==> config.mk <==
export PLATFORM = sky130hd
export DESIGN_NAME = sacss_top
export DESIGN_NICKNAME = d
export VERILOG_FILES = /design/src/sacss_pkg.sv /design/src/sacss_top.sv
export SDC_FILE = /design/constraint.sdc
export NUM_CORES = 1
export LEC_CHECK = 0
export BUFFER_PORTS_ARGS = -buffer_cell sky130_fd_sc_hd__buf_2
export CORE_MARGIN = 10
export CORE_UTILIZATION = 44
export DETAILED_ROUTE_END_ITERATION = 12
export HOLD_SLACK_MARGIN = 0.15
export PLACE_DENSITY = 0.73
export RECOVER_POWER = 50
export SYNTH_ARGS = -nofsm -noshare
export SYNTH_HDL_FRONTEND = slang
export SYNTH_SLANG_ARGS = --single-unit
export TNS_END_PERCENT = 50
==> constraint.sdc <==
create_clock -name i_clk -period 5.55 [get_ports i_clk]
set_clock_uncertainty 0.1 [all_clocks]
set_input_delay 1.11 -clock i_clk [delete_from_list [all_inputs] [get_ports i_clk]]
set_output_delay 1.11 -clock i_clk [all_outputs]
set_load 0.005 [all_outputs]
==> src/sacss_pkg.sv <==
package sacss_pkg;
	localparam logic [7:0] SACSS_SP_OFF = 8'h81;
	localparam logic [7:0] SACSS_AUX_OFF = 8'h8e;
	localparam logic [7:0] SACSS_MEM_OFF = 8'h96;
	localparam logic [7:0] SACSS_SPX_OFF = 8'h9e;
	localparam logic [7:0] SACSS_FUSE_OFF = 8'hf8;
	localparam logic [7:0] SACSS_STAT_OFF = 8'hf9;
	localparam logic [7:0] SACSS_SP_RST = 8'h07;
	localparam logic [7:0] SACSS_AUX_RST = 8'h00;
	localparam logic [7:0] SACSS_MEM_RST = 8'h00;
	localparam logic [7:0] SACSS_SPX_RST = 8'h00;
	localparam int SACSS_EXT_STACK_ENABLE_BIT = 4;
	localparam int SACSS_EXTERNAL_RAM_BYPASS_BIT = 1;
	localparam int SACSS_CWE_BIT = 7;
	localparam int SACSS_SIG_BIT = 6;
	localparam int SACSS_FDS_BIT = 5;
	localparam logic [7:0] SACSS_AUX_MASK = 8'h1f;
	localparam logic [7:0] SACSS_MEM_MASK = 8'he0;
	localparam logic [7:0] SACSS_SPX_MASK = 8'h0f;
	localparam logic [15:0] SACSS_FLASH_DATA_SPACE_BASE = 16'h1000;
	localparam logic [15:0] SACSS_FLASH_DATA_SPACE_LAST = 16'h2fff;
	localparam logic [15:0] SACSS_EXTRA_RAM_SPACE_LAST = 16'h0fff;
	localparam logic [15:0] SACSS_SIG_LAST = 16'h01ff;
	typedef enum logic [2:0] {
		SACSS_SP_INTERNAL_INDIRECT_RAM = 3'b000,
		SACSS_SP_EXTRA_RAM_SPACE = 3'b001,
		SACSS_SP_FLASH_DATA_SPACE = 3'b010,
		SACSS_SP_EXTERNAL_DATA_SPACE = 3'b011,
		SACSS_SP_CODE = 3'b100,
		SACSS_SP_SIG = 3'b101
	} sacss_space_t;
	typedef enum logic [1:0] {
		SACSS_ST_RUN = 2'b00,
		SACSS_ST_STALL = 2'b01,
		SACSS_ST_IAP = 2'b10
	} sacss_state_t;
endpackage

==> src/sacss_top.sv <==
// Functional notes
// - Without extended stack, stack sits in 256-byte internal RAM via 8-bit pointer.
// - Extended stack enable moves the stack into extra RAM, up to 4KB.
// - Extended stack address is upper pointer low nibble over pointer byte.
// - Each stack wraps only within its own space, never into the other.
// - Upper stack pointer is ignored while extended stack is disabled.
// - Extended stack adds one extra cycle per stack access made, none if a code write starts in the same cycle.
// - Extended stack stays in internal extra RAM even with external bypass set.
// - CPU idles during code write and resumes once code write done is signalled.
// - Code write enable needs the fuse; fuse off forces it to zero.
// - Code write enable without signature select sends data moves to code space.
// - Code write with signature select sends data and code moves to signature array.
// - Otherwise data moves hit extra RAM, flash data or external data space; code reads follow signature select.
//
// Strobed register access was decided locally.
`timescale 1ns/10ps
`default_nettype none
module sacss_top
	import sacss_pkg::*;
#(
	parameter int STK_ACC_MAX = 2
) (
	input wire logic i_clk,
	input wire logic i_srst,
	input wire logic [7:0] i_addr,
	input wire logic [7:0] i_wdata,
	input wire logic i_wr,
	input wire logic i_rd,
	output logic [7:0] o_rdata,
	input wire logic i_fuse_code_write,
	input wire logic i_stk_req,
	input wire logic [1:0] i_stk_nacc,
	input wire logic i_stk_push,
	output logic o_stk_stall,
	output logic [11:0] o_stk_addr,
	output sacss_pkg::sacss_space_t o_stk_space,
	input wire logic i_xmove,
	input wire logic i_cmove,
	input wire logic [15:0] i_dptr,
	output sacss_pkg::sacss_space_t o_move_space,
	output logic [15:0] o_move_addr,
	input wire logic i_xmove_wr,
	input wire logic i_code_wr_done,
	output logic o_cpu_idle
);
	import sacss_pkg::*;

	if (STK_ACC_MAX != 2) begin : g_bad_acc
		$error("STK_ACC_MAX must be 2");
	end

	logic [7:0] sp_r, sp_nxt;
	logic [7:0] aux_r;
	logic [7:0] mem_r, mem_nxt;
	logic [7:0] spx_r, spx_nxt;
	logic [1:0] pen_r;
	logic [2:0] fuse_sync_r;
	logic fuse_ok_r;
	sacss_state_t st_r, st_nxt;

	wire sel_sp = (i_addr == SACSS_SP_OFF);
	wire sel_aux = (i_addr == SACSS_AUX_OFF);
	wire sel_mem = (i_addr == SACSS_MEM_OFF);
	wire sel_spx = (i_addr == SACSS_SPX_OFF);
	wire sel_fuse = (i_addr == SACSS_FUSE_OFF);
	wire sel_stat = (i_addr == SACSS_STAT_OFF);
	wire ext_stack_enable = aux_r[SACSS_EXT_STACK_ENABLE_BIT];
	wire external_ram_bypass = aux_r[SACSS_EXTERNAL_RAM_BYPASS_BIT];
	wire cwe = mem_r[SACSS_CWE_BIT];
	wire signature_select = mem_r[SACSS_SIG_BIT];
	wire fds = mem_r[SACSS_FDS_BIT];
	wire stk_go = i_stk_req && (st_r == SACSS_ST_RUN);

	wire [7:0] sp_step = i_stk_push ? 8'h01 : 8'hff;
	wire [11:0] xptr = {spx_r[3:0], sp_r};
	wire [11:0] xptr_step = xptr + (i_stk_push ? 12'h001 : 12'hfff);

	assign o_stk_addr = ext_stack_enable ? xptr : {4'h0, sp_r};
	assign o_stk_space = ext_stack_enable ? SACSS_SP_EXTRA_RAM_SPACE : SACSS_SP_INTERNAL_INDIRECT_RAM;

	always_comb begin
		sp_nxt = sp_r;
		spx_nxt = spx_r;
		if (i_wr && sel_sp) begin
			sp_nxt = i_wdata;
		end else if (stk_go) begin
			if (ext_stack_enable) begin
				sp_nxt = xptr_step[7:0];
			end else begin
				sp_nxt = sp_r + sp_step;
			end
		end
		if (i_wr && sel_spx) begin
			spx_nxt = i_wdata & SACSS_SPX_MASK;
		end else if (stk_go && ext_stack_enable) begin
			spx_nxt = {4'h0, xptr_step[11:8]};
		end
	end

	always_comb begin
		o_move_addr = i_dptr;
		if (i_cmove) begin
			o_move_space = signature_select ? SACSS_SP_SIG : SACSS_SP_CODE;
		end else if (cwe) begin
			o_move_space = signature_select ? SACSS_SP_SIG : SACSS_SP_CODE;
		end else if (external_ram_bypass) begin
			o_move_space = SACSS_SP_EXTERNAL_DATA_SPACE;
		end else if (!fds && i_dptr <= SACSS_EXTRA_RAM_SPACE_LAST) begin
			o_move_space = SACSS_SP_EXTRA_RAM_SPACE;
		end else if (fds && i_dptr >= SACSS_FLASH_DATA_SPACE_BASE && i_dptr <= SACSS_FLASH_DATA_SPACE_LAST) begin
			o_move_space = SACSS_SP_FLASH_DATA_SPACE;
		end else begin
			o_move_space = SACSS_SP_EXTERNAL_DATA_SPACE;
		end
	end

	always_comb begin
		st_nxt = st_r;
		case (st_r)
			SACSS_ST_RUN: begin
				if (i_xmove && i_xmove_wr && cwe) begin
					st_nxt = SACSS_ST_IAP;
				end else if (stk_go && ext_stack_enable && i_stk_nacc != 2'd0) begin
					st_nxt = SACSS_ST_STALL;
				end
			end
			SACSS_ST_STALL: begin
				if (pen_r <= 2'd1) begin
					st_nxt = SACSS_ST_RUN;
				end
			end
			SACSS_ST_IAP: begin
				if (i_code_wr_done) begin
					st_nxt = SACSS_ST_RUN;
				end
			end
			default: begin
				st_nxt = SACSS_ST_RUN;
			end
		endcase
	end

	assign o_stk_stall = (st_r == SACSS_ST_STALL);
	assign o_cpu_idle = (st_r == SACSS_ST_IAP);

	always_ff @(posedge i_clk) begin
		if (i_srst) begin
			st_r <= SACSS_ST_RUN;
			pen_r <= 2'd0;
		end else begin
			st_r <= st_nxt;
			if (st_r == SACSS_ST_RUN) begin
				pen_r <= i_stk_nacc;
			end else if (pen_r != 2'd0) begin
				pen_r <= pen_r - 2'd1;
			end
		end
	end

	always_ff @(posedge i_clk) begin
		if (i_srst) begin
			sp_r <= SACSS_SP_RST;
			spx_r <= SACSS_SPX_RST;
			aux_r <= SACSS_AUX_RST;
		end else begin
			sp_r <= sp_nxt;
			spx_r <= spx_nxt;
			if (i_wr && sel_aux) begin
				aux_r <= i_wdata & SACSS_AUX_MASK;
			end
		end
	end

	// fuse synchroniser
	// The fuse level is a pin, so a change only counts once the last two stages agree.
	always_ff @(posedge i_clk) begin
		if (i_srst) begin
			fuse_sync_r <= 3'h0;
			fuse_ok_r <= 1'b0;
		end else begin
			fuse_sync_r <= {fuse_sync_r[1:0], i_fuse_code_write};
			if (fuse_sync_r[1] == fuse_sync_r[2]) begin
				fuse_ok_r <= fuse_sync_r[2];
			end
		end
	end

	// fuse gate
	// The gate clears the enable in every cycle the fuse is off, so neither a write nor an old value slips past it.
	always_comb begin
		mem_nxt = mem_r;
		if (i_wr && sel_mem) begin
			mem_nxt = i_wdata & SACSS_MEM_MASK;
		end
		if (!fuse_ok_r) begin
			mem_nxt[SACSS_CWE_BIT] = 1'b0;
		end
	end

	always_ff @(posedge i_clk) begin
		if (i_srst) begin
			mem_r <= SACSS_MEM_RST;
		end else begin
			mem_r <= mem_nxt;
		end
	end

	wire [7:0] rd_mux = sel_sp ? sp_r :
		sel_aux ? aux_r :
		sel_mem ? mem_r :
		sel_spx ? spx_r :
		sel_fuse ? {7'h00, fuse_ok_r} :
		sel_stat ? {5'h00, o_cpu_idle, o_stk_stall, ext_stack_enable} : 8'h00;

	always_ff @(posedge i_clk) begin
		if (i_srst) begin
			o_rdata <= 8'h00;
		end else if (i_rd) begin
			o_rdata <= rd_mux;
		end else begin
			o_rdata <= 8'h00;
		end
	end

	// Checks on the fuse gate, the stack, the move decoder and code-write sequencing follow.

	AST_CWE_FUSE: assert property (@(posedge i_clk) disable iff (i_srst)
		!fuse_ok_r |=> !mem_r[SACSS_CWE_BIT])
		else $error("code write enable set without fuse");

	AST_FUSE_SYNC: assert property (@(posedge i_clk) disable iff (i_srst)
		fuse_ok_r != $past(fuse_ok_r) |-> $past(fuse_sync_r[1]) == $past(fuse_sync_r[2]))
		else $error("fuse level taken before stages agreed");

	AST_STK_INT: assert property (@(posedge i_clk) disable iff (i_srst)
		!ext_stack_enable |-> o_stk_addr[11:8] == 4'h0 && o_stk_space == SACSS_SP_INTERNAL_INDIRECT_RAM)
		else $error("internal stack address wrong");

	AST_SP_INT: assert property (@(posedge i_clk) disable iff (i_srst)
		stk_go && !ext_stack_enable && !i_wr |=> sp_r == 8'($past(sp_r) + ($past(i_stk_push) ? 8'h01 : 8'hff)))
		else $error("internal stack step wrong");

	AST_STK_EXT: assert property (@(posedge i_clk) disable iff (i_srst)
		ext_stack_enable |-> o_stk_space == SACSS_SP_EXTRA_RAM_SPACE)
		else $error("extended stack not in extra ram");

	AST_XPTR: assert property (@(posedge i_clk) disable iff (i_srst)
		ext_stack_enable |-> o_stk_addr == {spx_r[3:0], sp_r})
		else $error("extended pointer mismatch");

	AST_SPX_MASK: assert property (@(posedge i_clk) disable iff (i_srst)
		spx_r[7:4] == 4'h0)
		else $error("upper pointer high nibble set");

	AST_WRAP: assert property (@(posedge i_clk) disable iff (i_srst)
		stk_go && !ext_stack_enable && !i_wr && i_stk_push && sp_r == 8'hff |=> sp_r == 8'h00 && $stable(spx_r))
		else $error("internal stack wrapped outward");

	AST_EXT_STACK_ENABLE_STEP: assert property (@(posedge i_clk) disable iff (i_srst)
		stk_go && ext_stack_enable && !i_wr |=> {spx_r[3:0], sp_r} == 12'($past(xptr) + ($past(i_stk_push) ? 12'h001 : 12'hfff)))
		else $error("extended stack step wrong");

	AST_SPX_IGN: assert property (@(posedge i_clk) disable iff (i_srst)
		!ext_stack_enable && !(i_wr && sel_spx) |=> $stable(spx_r))
		else $error("upper pointer touched while disabled");

	AST_PEN: assert property (@(posedge i_clk) disable iff (i_srst)
		stk_go && ext_stack_enable && i_stk_nacc == 2'd2 && !(i_xmove && i_xmove_wr && cwe) |=> o_stk_stall [*2] ##1 !o_stk_stall)
		else $error("stack penalty length wrong");

	AST_PEN_ONE: assert property (@(posedge i_clk) disable iff (i_srst)
		stk_go && ext_stack_enable && i_stk_nacc == 2'd1 && !(i_xmove && i_xmove_wr && cwe) |=> o_stk_stall ##1 !o_stk_stall)
		else $error("single stack penalty wrong");

	AST_NO_PEN_INT: assert property (@(posedge i_clk) disable iff (i_srst)
		stk_go && !ext_stack_enable |=> !o_stk_stall)
		else $error("internal stack stalled");

	AST_EXTERNAL_RAM_BYPASS: assert property (@(posedge i_clk) disable iff (i_srst)
		ext_stack_enable && external_ram_bypass |-> o_stk_space != SACSS_SP_EXTERNAL_DATA_SPACE)
		else $error("stack went external");

	AST_IAP: assert property (@(posedge i_clk) disable iff (i_srst)
		st_r == SACSS_ST_RUN && i_xmove && i_xmove_wr && cwe |=> o_cpu_idle)
		else $error("cpu not idled for code write");

	AST_IDLE_HOLD: assert property (@(posedge i_clk) disable iff (i_srst)
		o_cpu_idle && !i_code_wr_done |=> o_cpu_idle)
		else $error("cpu released before code write done");

	AST_IDLE_END: assert property (@(posedge i_clk) disable iff (i_srst)
		o_cpu_idle && i_code_wr_done |=> !o_cpu_idle)
		else $error("cpu not released after code write");

	AST_IDLE_SP: assert property (@(posedge i_clk) disable iff (i_srst)
		o_cpu_idle && !i_wr |=> $stable(sp_r))
		else $error("stack moved while cpu idle");

	AST_IDLE_NOSTALL: assert property (@(posedge i_clk) disable iff (i_srst)
		o_cpu_idle |-> !o_stk_stall)
		else $error("stall and idle together");

	AST_CODE: assert property (@(posedge i_clk) disable iff (i_srst)
		i_xmove && !i_cmove && cwe && !signature_select |-> o_move_space == SACSS_SP_CODE)
		else $error("data move not to code");

	AST_MOVE_ADDR: assert property (@(posedge i_clk) disable iff (i_srst)
		i_xmove || i_cmove |-> o_move_addr == i_dptr)
		else $error("move address altered");

	AST_SIG: assert property (@(posedge i_clk) disable iff (i_srst)
		(i_xmove || i_cmove) && cwe && signature_select |-> o_move_space == SACSS_SP_SIG)
		else $error("move not to signature");

	AST_FLASH_DATA_SPACE: assert property (@(posedge i_clk) disable iff (i_srst)
		i_xmove && !i_cmove && !cwe && !external_ram_bypass && fds && i_dptr == 16'h1000 |-> o_move_space == SACSS_SP_FLASH_DATA_SPACE)
		else $error("flash data not selected");

	AST_EXTRA_RAM_SPACE: assert property (@(posedge i_clk) disable iff (i_srst)
		i_xmove && !i_cmove && !cwe && !external_ram_bypass && !fds && i_dptr <= SACSS_EXTRA_RAM_SPACE_LAST |-> o_move_space == SACSS_SP_EXTRA_RAM_SPACE)
		else $error("extra ram not selected");

	AST_CMOVE: assert property (@(posedge i_clk) disable iff (i_srst)
		i_cmove && !signature_select |-> o_move_space == SACSS_SP_CODE)
		else $error("code move not to code");

	AST_BYPASS: assert property (@(posedge i_clk) disable iff (i_srst)
		i_xmove && !i_cmove && !cwe && external_ram_bypass |-> o_move_space == SACSS_SP_EXTERNAL_DATA_SPACE)
		else $error("bypassed move not external");
endmodule
`default_nettype wire

-- Yosys cells after proc, flatten, opt, wreduce, memory -nomap -nowiden
Index checks and enable logic that the tools add are counted.
- mux-type cells: 28
- reductions and logical operators: 22
- bitwise gates (word level): 2
- magnitude comparators: 4
- add/subtract/negate cells: 3
- equality and inequality tests: 12
- operators with widths (cell ; number):
    2-to-1 mux 8 bit ; 7
    == test 8 bit (second input constant) ; 6
    2-to-1 mux 12 bit ; 2
    greater-or-equal comparator 16 x 13 -> 1 bit (second input constant) ; 1
    less-or-equal comparator 16 x 12 -> 1 bit (second input constant) ; 1
    less-or-equal comparator 16 x 14 -> 1 bit (second input constant) ; 1
    2-to-1 mux 2 bit ; 8
    adder 12 bit ; 1
    logical AND 1 bit ; 12
    2-to-1 mux 3 bit ; 4
    2-to-1 mux 4 bit ; 3
    nonzero test 2 bit ; 5
    adder 8 bit ; 1
    one-hot mux 2 bit (3 select lines) ; 1
    OR reduction 2 bit ; 2
    2-to-1 mux 1 bit ; 3
    != test 3 bit (second input constant) ; 1
    AND reduction 3 bit ; 1
    == test 2 x 1 -> 1 bit (second input constant) ; 1
    == test 2 bit (second input constant) ; 1
    less-or-equal comparator 2 x 1 -> 1 bit (second input constant) ; 1
    logical NOT 2 bit ; 1
    != test 2 x 1 -> 1 bit (second input constant) ; 1
    != test 2 bit (second input constant) ; 1
    4 further kinds ; 5
- word-level logic and storage cells: 81
- output and inout port bits: 44
- input port bits: 45
- register bits after elaboration: 36

-- Logic depth before layout (Yosys ltp)
- depth after elaboration: 8
- depth in mapped cells: 9
- gate-level depth less buffers: 8

-- Worst setup path before layout
Ideal clock, no wire load.
- path type: input to register
- start point: input i_stk_push
- end point: register spx_r[3]
- library setup time: 0.079 ns
- path slack: 2.330 ns
- cell stages on the path: 9
- required time: 5.371 ns
- buffers on the path: 1
- arrival time: 3.041 ns
- path through: inv_1 > ha_1 > buf_2 > a21o_1 > a31o_1 > a41o_1 > a2111oi_1 > xnor2_1 > a211oi_2
- cells in the longest elaborated chain, start to end: 4
- RTL lines (what ; RTL line ; RTL):
    from (decl) ; sacss_top.sv:33 ; input wire logic i_stk_push,
    2-to-1 mux 12 bit ; sacss_top.sv:76 ; wire [11:0] xptr_step = xptr + (i_stk_push ? 12'h001 : 12'hfff);
    adder 12 bit ; sacss_top.sv:76 ;
    2-to-1 mux 4 bit ; sacss_top.sv:95 ; end else if (stk_go && ext_stack_enable) begin
    2-to-1 mux 4 bit ; sacss_top.sv:93 ; if (i_wr && sel_spx) begin
    to (signal assigned) ; sacss_top.sv:167 ; spx_r <= spx_nxt;
    to (decl) ; sacss_top.sv:55 ; logic [7:0] spx_r, spx_nxt;
Every way passes these cells. The select of a mux whose other input is x is not followed.
A chain may end at the register's enable or synchronous reset.

-- Worst setup path after layout
Ends and elaborated chain as after synthesis.

==> results.ini <==
[run_status]
status = finished clean

[cells_and_area]
area_growth_pct = 12.4
final_nets = 386
utilization = 0.515
drive_gt1_frac = 0.182
num_antenna_cells = 0

[cts]
cts_buffers = 5
clk_latency_ns = 0.29
ctsHoldBuffers = 0
cts.sinks = 36
path_clk_slew_ns = 0.07
cts_setup_buffers = 0
cts_resized = 0
clock_path_buffers = 2
clockRootBuffer = clkbuf_8
cts_max_level = 2
cts_tree = built

[placed_design]
dp_hpwl_mm = 5.17
place.gp.congestion = 0.855
io_buffers = 62

[worst_setup_path]
crit_chain = buf_2, inv_1, ha_1, a21o_1, a21oi_1, a2111oi_0, a2111oi_1, xnor2_1, a211oi_2
path_class = input port to register
cp.required_ns = 5.56
cp_max_fo = 13
critical_path.slowest_cell = a2111oi_1
crit_family = compound AO/OA/AOI/OAI gates
cp-end-kind = register
arrival_ns = 3.42
crit_buf_inv = 2
cp-start-kind = input port
slowest_delay_ns = 0.51

[detailed_routing]
avgRoutedWirePerCell_um = 16.6
first_pass_iters = 4
vias_per_cell = 5.63
totalWireLength_mm = 6.63
route.detailed.drc = 0
drtIter0Drc = 142
ant_nets = 0
vias = 2247

[synth]
yosys.area.top_type_share = 0.304
synthFlopType = dfxtp_1
ys_ff_latch = 36
avgSynthCellArea_um2 = 8.28
synth_area_leaders = dfxtp_1 (30%), ha_1 (6.3%), buf_4 (6.0%)
synth_edf_count = 0
synthCells = 286
syn_area_um2 = 2370
yosysTopAreaCell = dfxtp_1
yosys_warnings = 0
ys_seq_area_frac = 0.304
async_flop_share = 0
yosys.cell_types.count = 56

[sta]
tightest_slew_ns = 1.42
holdWs_ns = 0.344
max_slew_margin = 0.0517
hold_violations = 0
post-route-min-period_ns = 3.40
setup_violations = 0
max_freq_mhz = 294
finalCritPeriodShare = 0.613
rsz0062_at_grt = false
drv_slew = 0
setup_tns_ns = 0

[global_routing]
grt_use_total = 0.148
grt_max_degree = 32
antenna_found_initial = 0
grt_pass1_vias = 2103
grt_pass1_wl_mm = 10.6
overflow = 0

[hold_path]
hold_path.class = register to register

[power]
power_density_nw_per_um2 = 225
p_leak_nw = 1.17
vdd_drop_max_v = 0.000101
total_power_uw = 599

[die]
die_h_um = 93.4
rows = 26
initial_core_util = 0.458
core_area_um2 = 5170
dieArea_um2 = 8720
io_pins = 89
dieWidth_um = 93.4

[run]
drv_cap = 0

## area by class of cell
cell class                      count  area [um2]
Inverter                            7        26.3
Sequential cell                    36         721
Fill cell                         520        2510
Multi-Input combinational cell    216        1450
Clock buffer                        8        90.1
Timing Repair Buffer               62         290
Tap cell                           70        87.6
## placed cells by master (no fill, tap or decap), drive strengths merged, types with 2 or more instances in the layout
master   count
nand3        8
a2111oi      3
nor2b        8
or3          2
mux2         2
and4         2
nand2b       4
nand4        3
o21a         2
xor2         2
clkbuf      24
nor2        30
and3         4
ha          12
o211a        3
o311ai       2
nor3         7
conb         2
nor4b        3
buf         46
and2         7
a22oi        5
a21oi       19
a211oi       9
o21ai       11
dfxtp       36
mux2i        7
o211ai       2
xnor2        3
nor3b        4
o2111ai      2
inv          7
a311oi       4
nand2       20
a21o         9
## stage by stage
| step | instances | cell area, um2 | setup slack (ns) |
|---|---|---|---|
| floorplan | 287 | 2370 | 2.33 |
| global placement | 391 | 2590 | 2.02 |
| detailed placement | 391 | 2590 | 1.92 |
| CTS | 399 | 2680 | 2.20 |
| global route | 399 | 2660 | 2.00 |
| finish | 399 | 2660 | 2.15 |
## cells by family after synthesis
kind of cell / count (synthesis) / synth area share
other: 1 / 0.00158
and+or+nand+nor: 110 / 0.251
buffers and inverters: 35 / 0.0866
DFF: 36 / 0.304
xor gates and xnor gates: 5 / 0.0185
muxes: 9 / 0.0391
adders and majority gates: 13 / 0.0718
AOI/OAI and AO/OA: 77 / 0.227
## cell usage after synthesis, drive strengths merged (3+ instances only)
cell / n
dfxtp: 36
nor2: 30
buf: 22
nand2: 20
a21oi: 19
ha: 12
o21ai: 11
a211oi: 9
a21o: 9
nand3: 8
nor2b: 8
and2: 7
inv: 7
mux2i: 7
nor3: 7
clkbuf: 6
a22oi: 5
a311oi: 4
and3: 4
nand2b: 4
nor3b: 4
a2111oi: 3
nand4: 3
nor4b: 3
o211a: 3
xnor2: 3
## power breakdown
group / leakage [nW] / switching (mW) / total, mW / internal (mW)
clock network: 0.0455 / 0.0927 / 0.194 / 0.101
registers: 0.293 / 0.0111 / 0.279 / 0.267
logic: 0.830 / 0.0717 / 0.127 / 0.0549
## metal layers
metal / track usage / wire length, um
met1: 0.185 / 3010
met2: 0.226 / 2820
met3: 0.0488 / 657
met4: 0.0617 / 145
met5: 0 / 0
## state kept, by name (all words and copies together), names as in the netlist
signal and flops:
fuse_sync_r 3, pen_r 2, fuse_ok_r 1, sp_r 8, mem_r 3, st_r 2, o_rdata 8, spx_r 4
aux_r 5
## path summary, 6_finish.rpt
kind	start	endpoint	slack (ns)	depth (start not counted)
hold reg to reg	fuse_sync_r[0]	fuse_sync_r[1]	0.34	1
hold / removal	fuse_sync_r[0]	fuse_sync_r[1]	0.34	1
setup / recovery	i_stk_push	spx_r[3]	2.15	9
setup reg to reg	sp_r[3]	spx_r[3]	3.08	7
No activity file was read; power rests on OpenSTA's default activity.
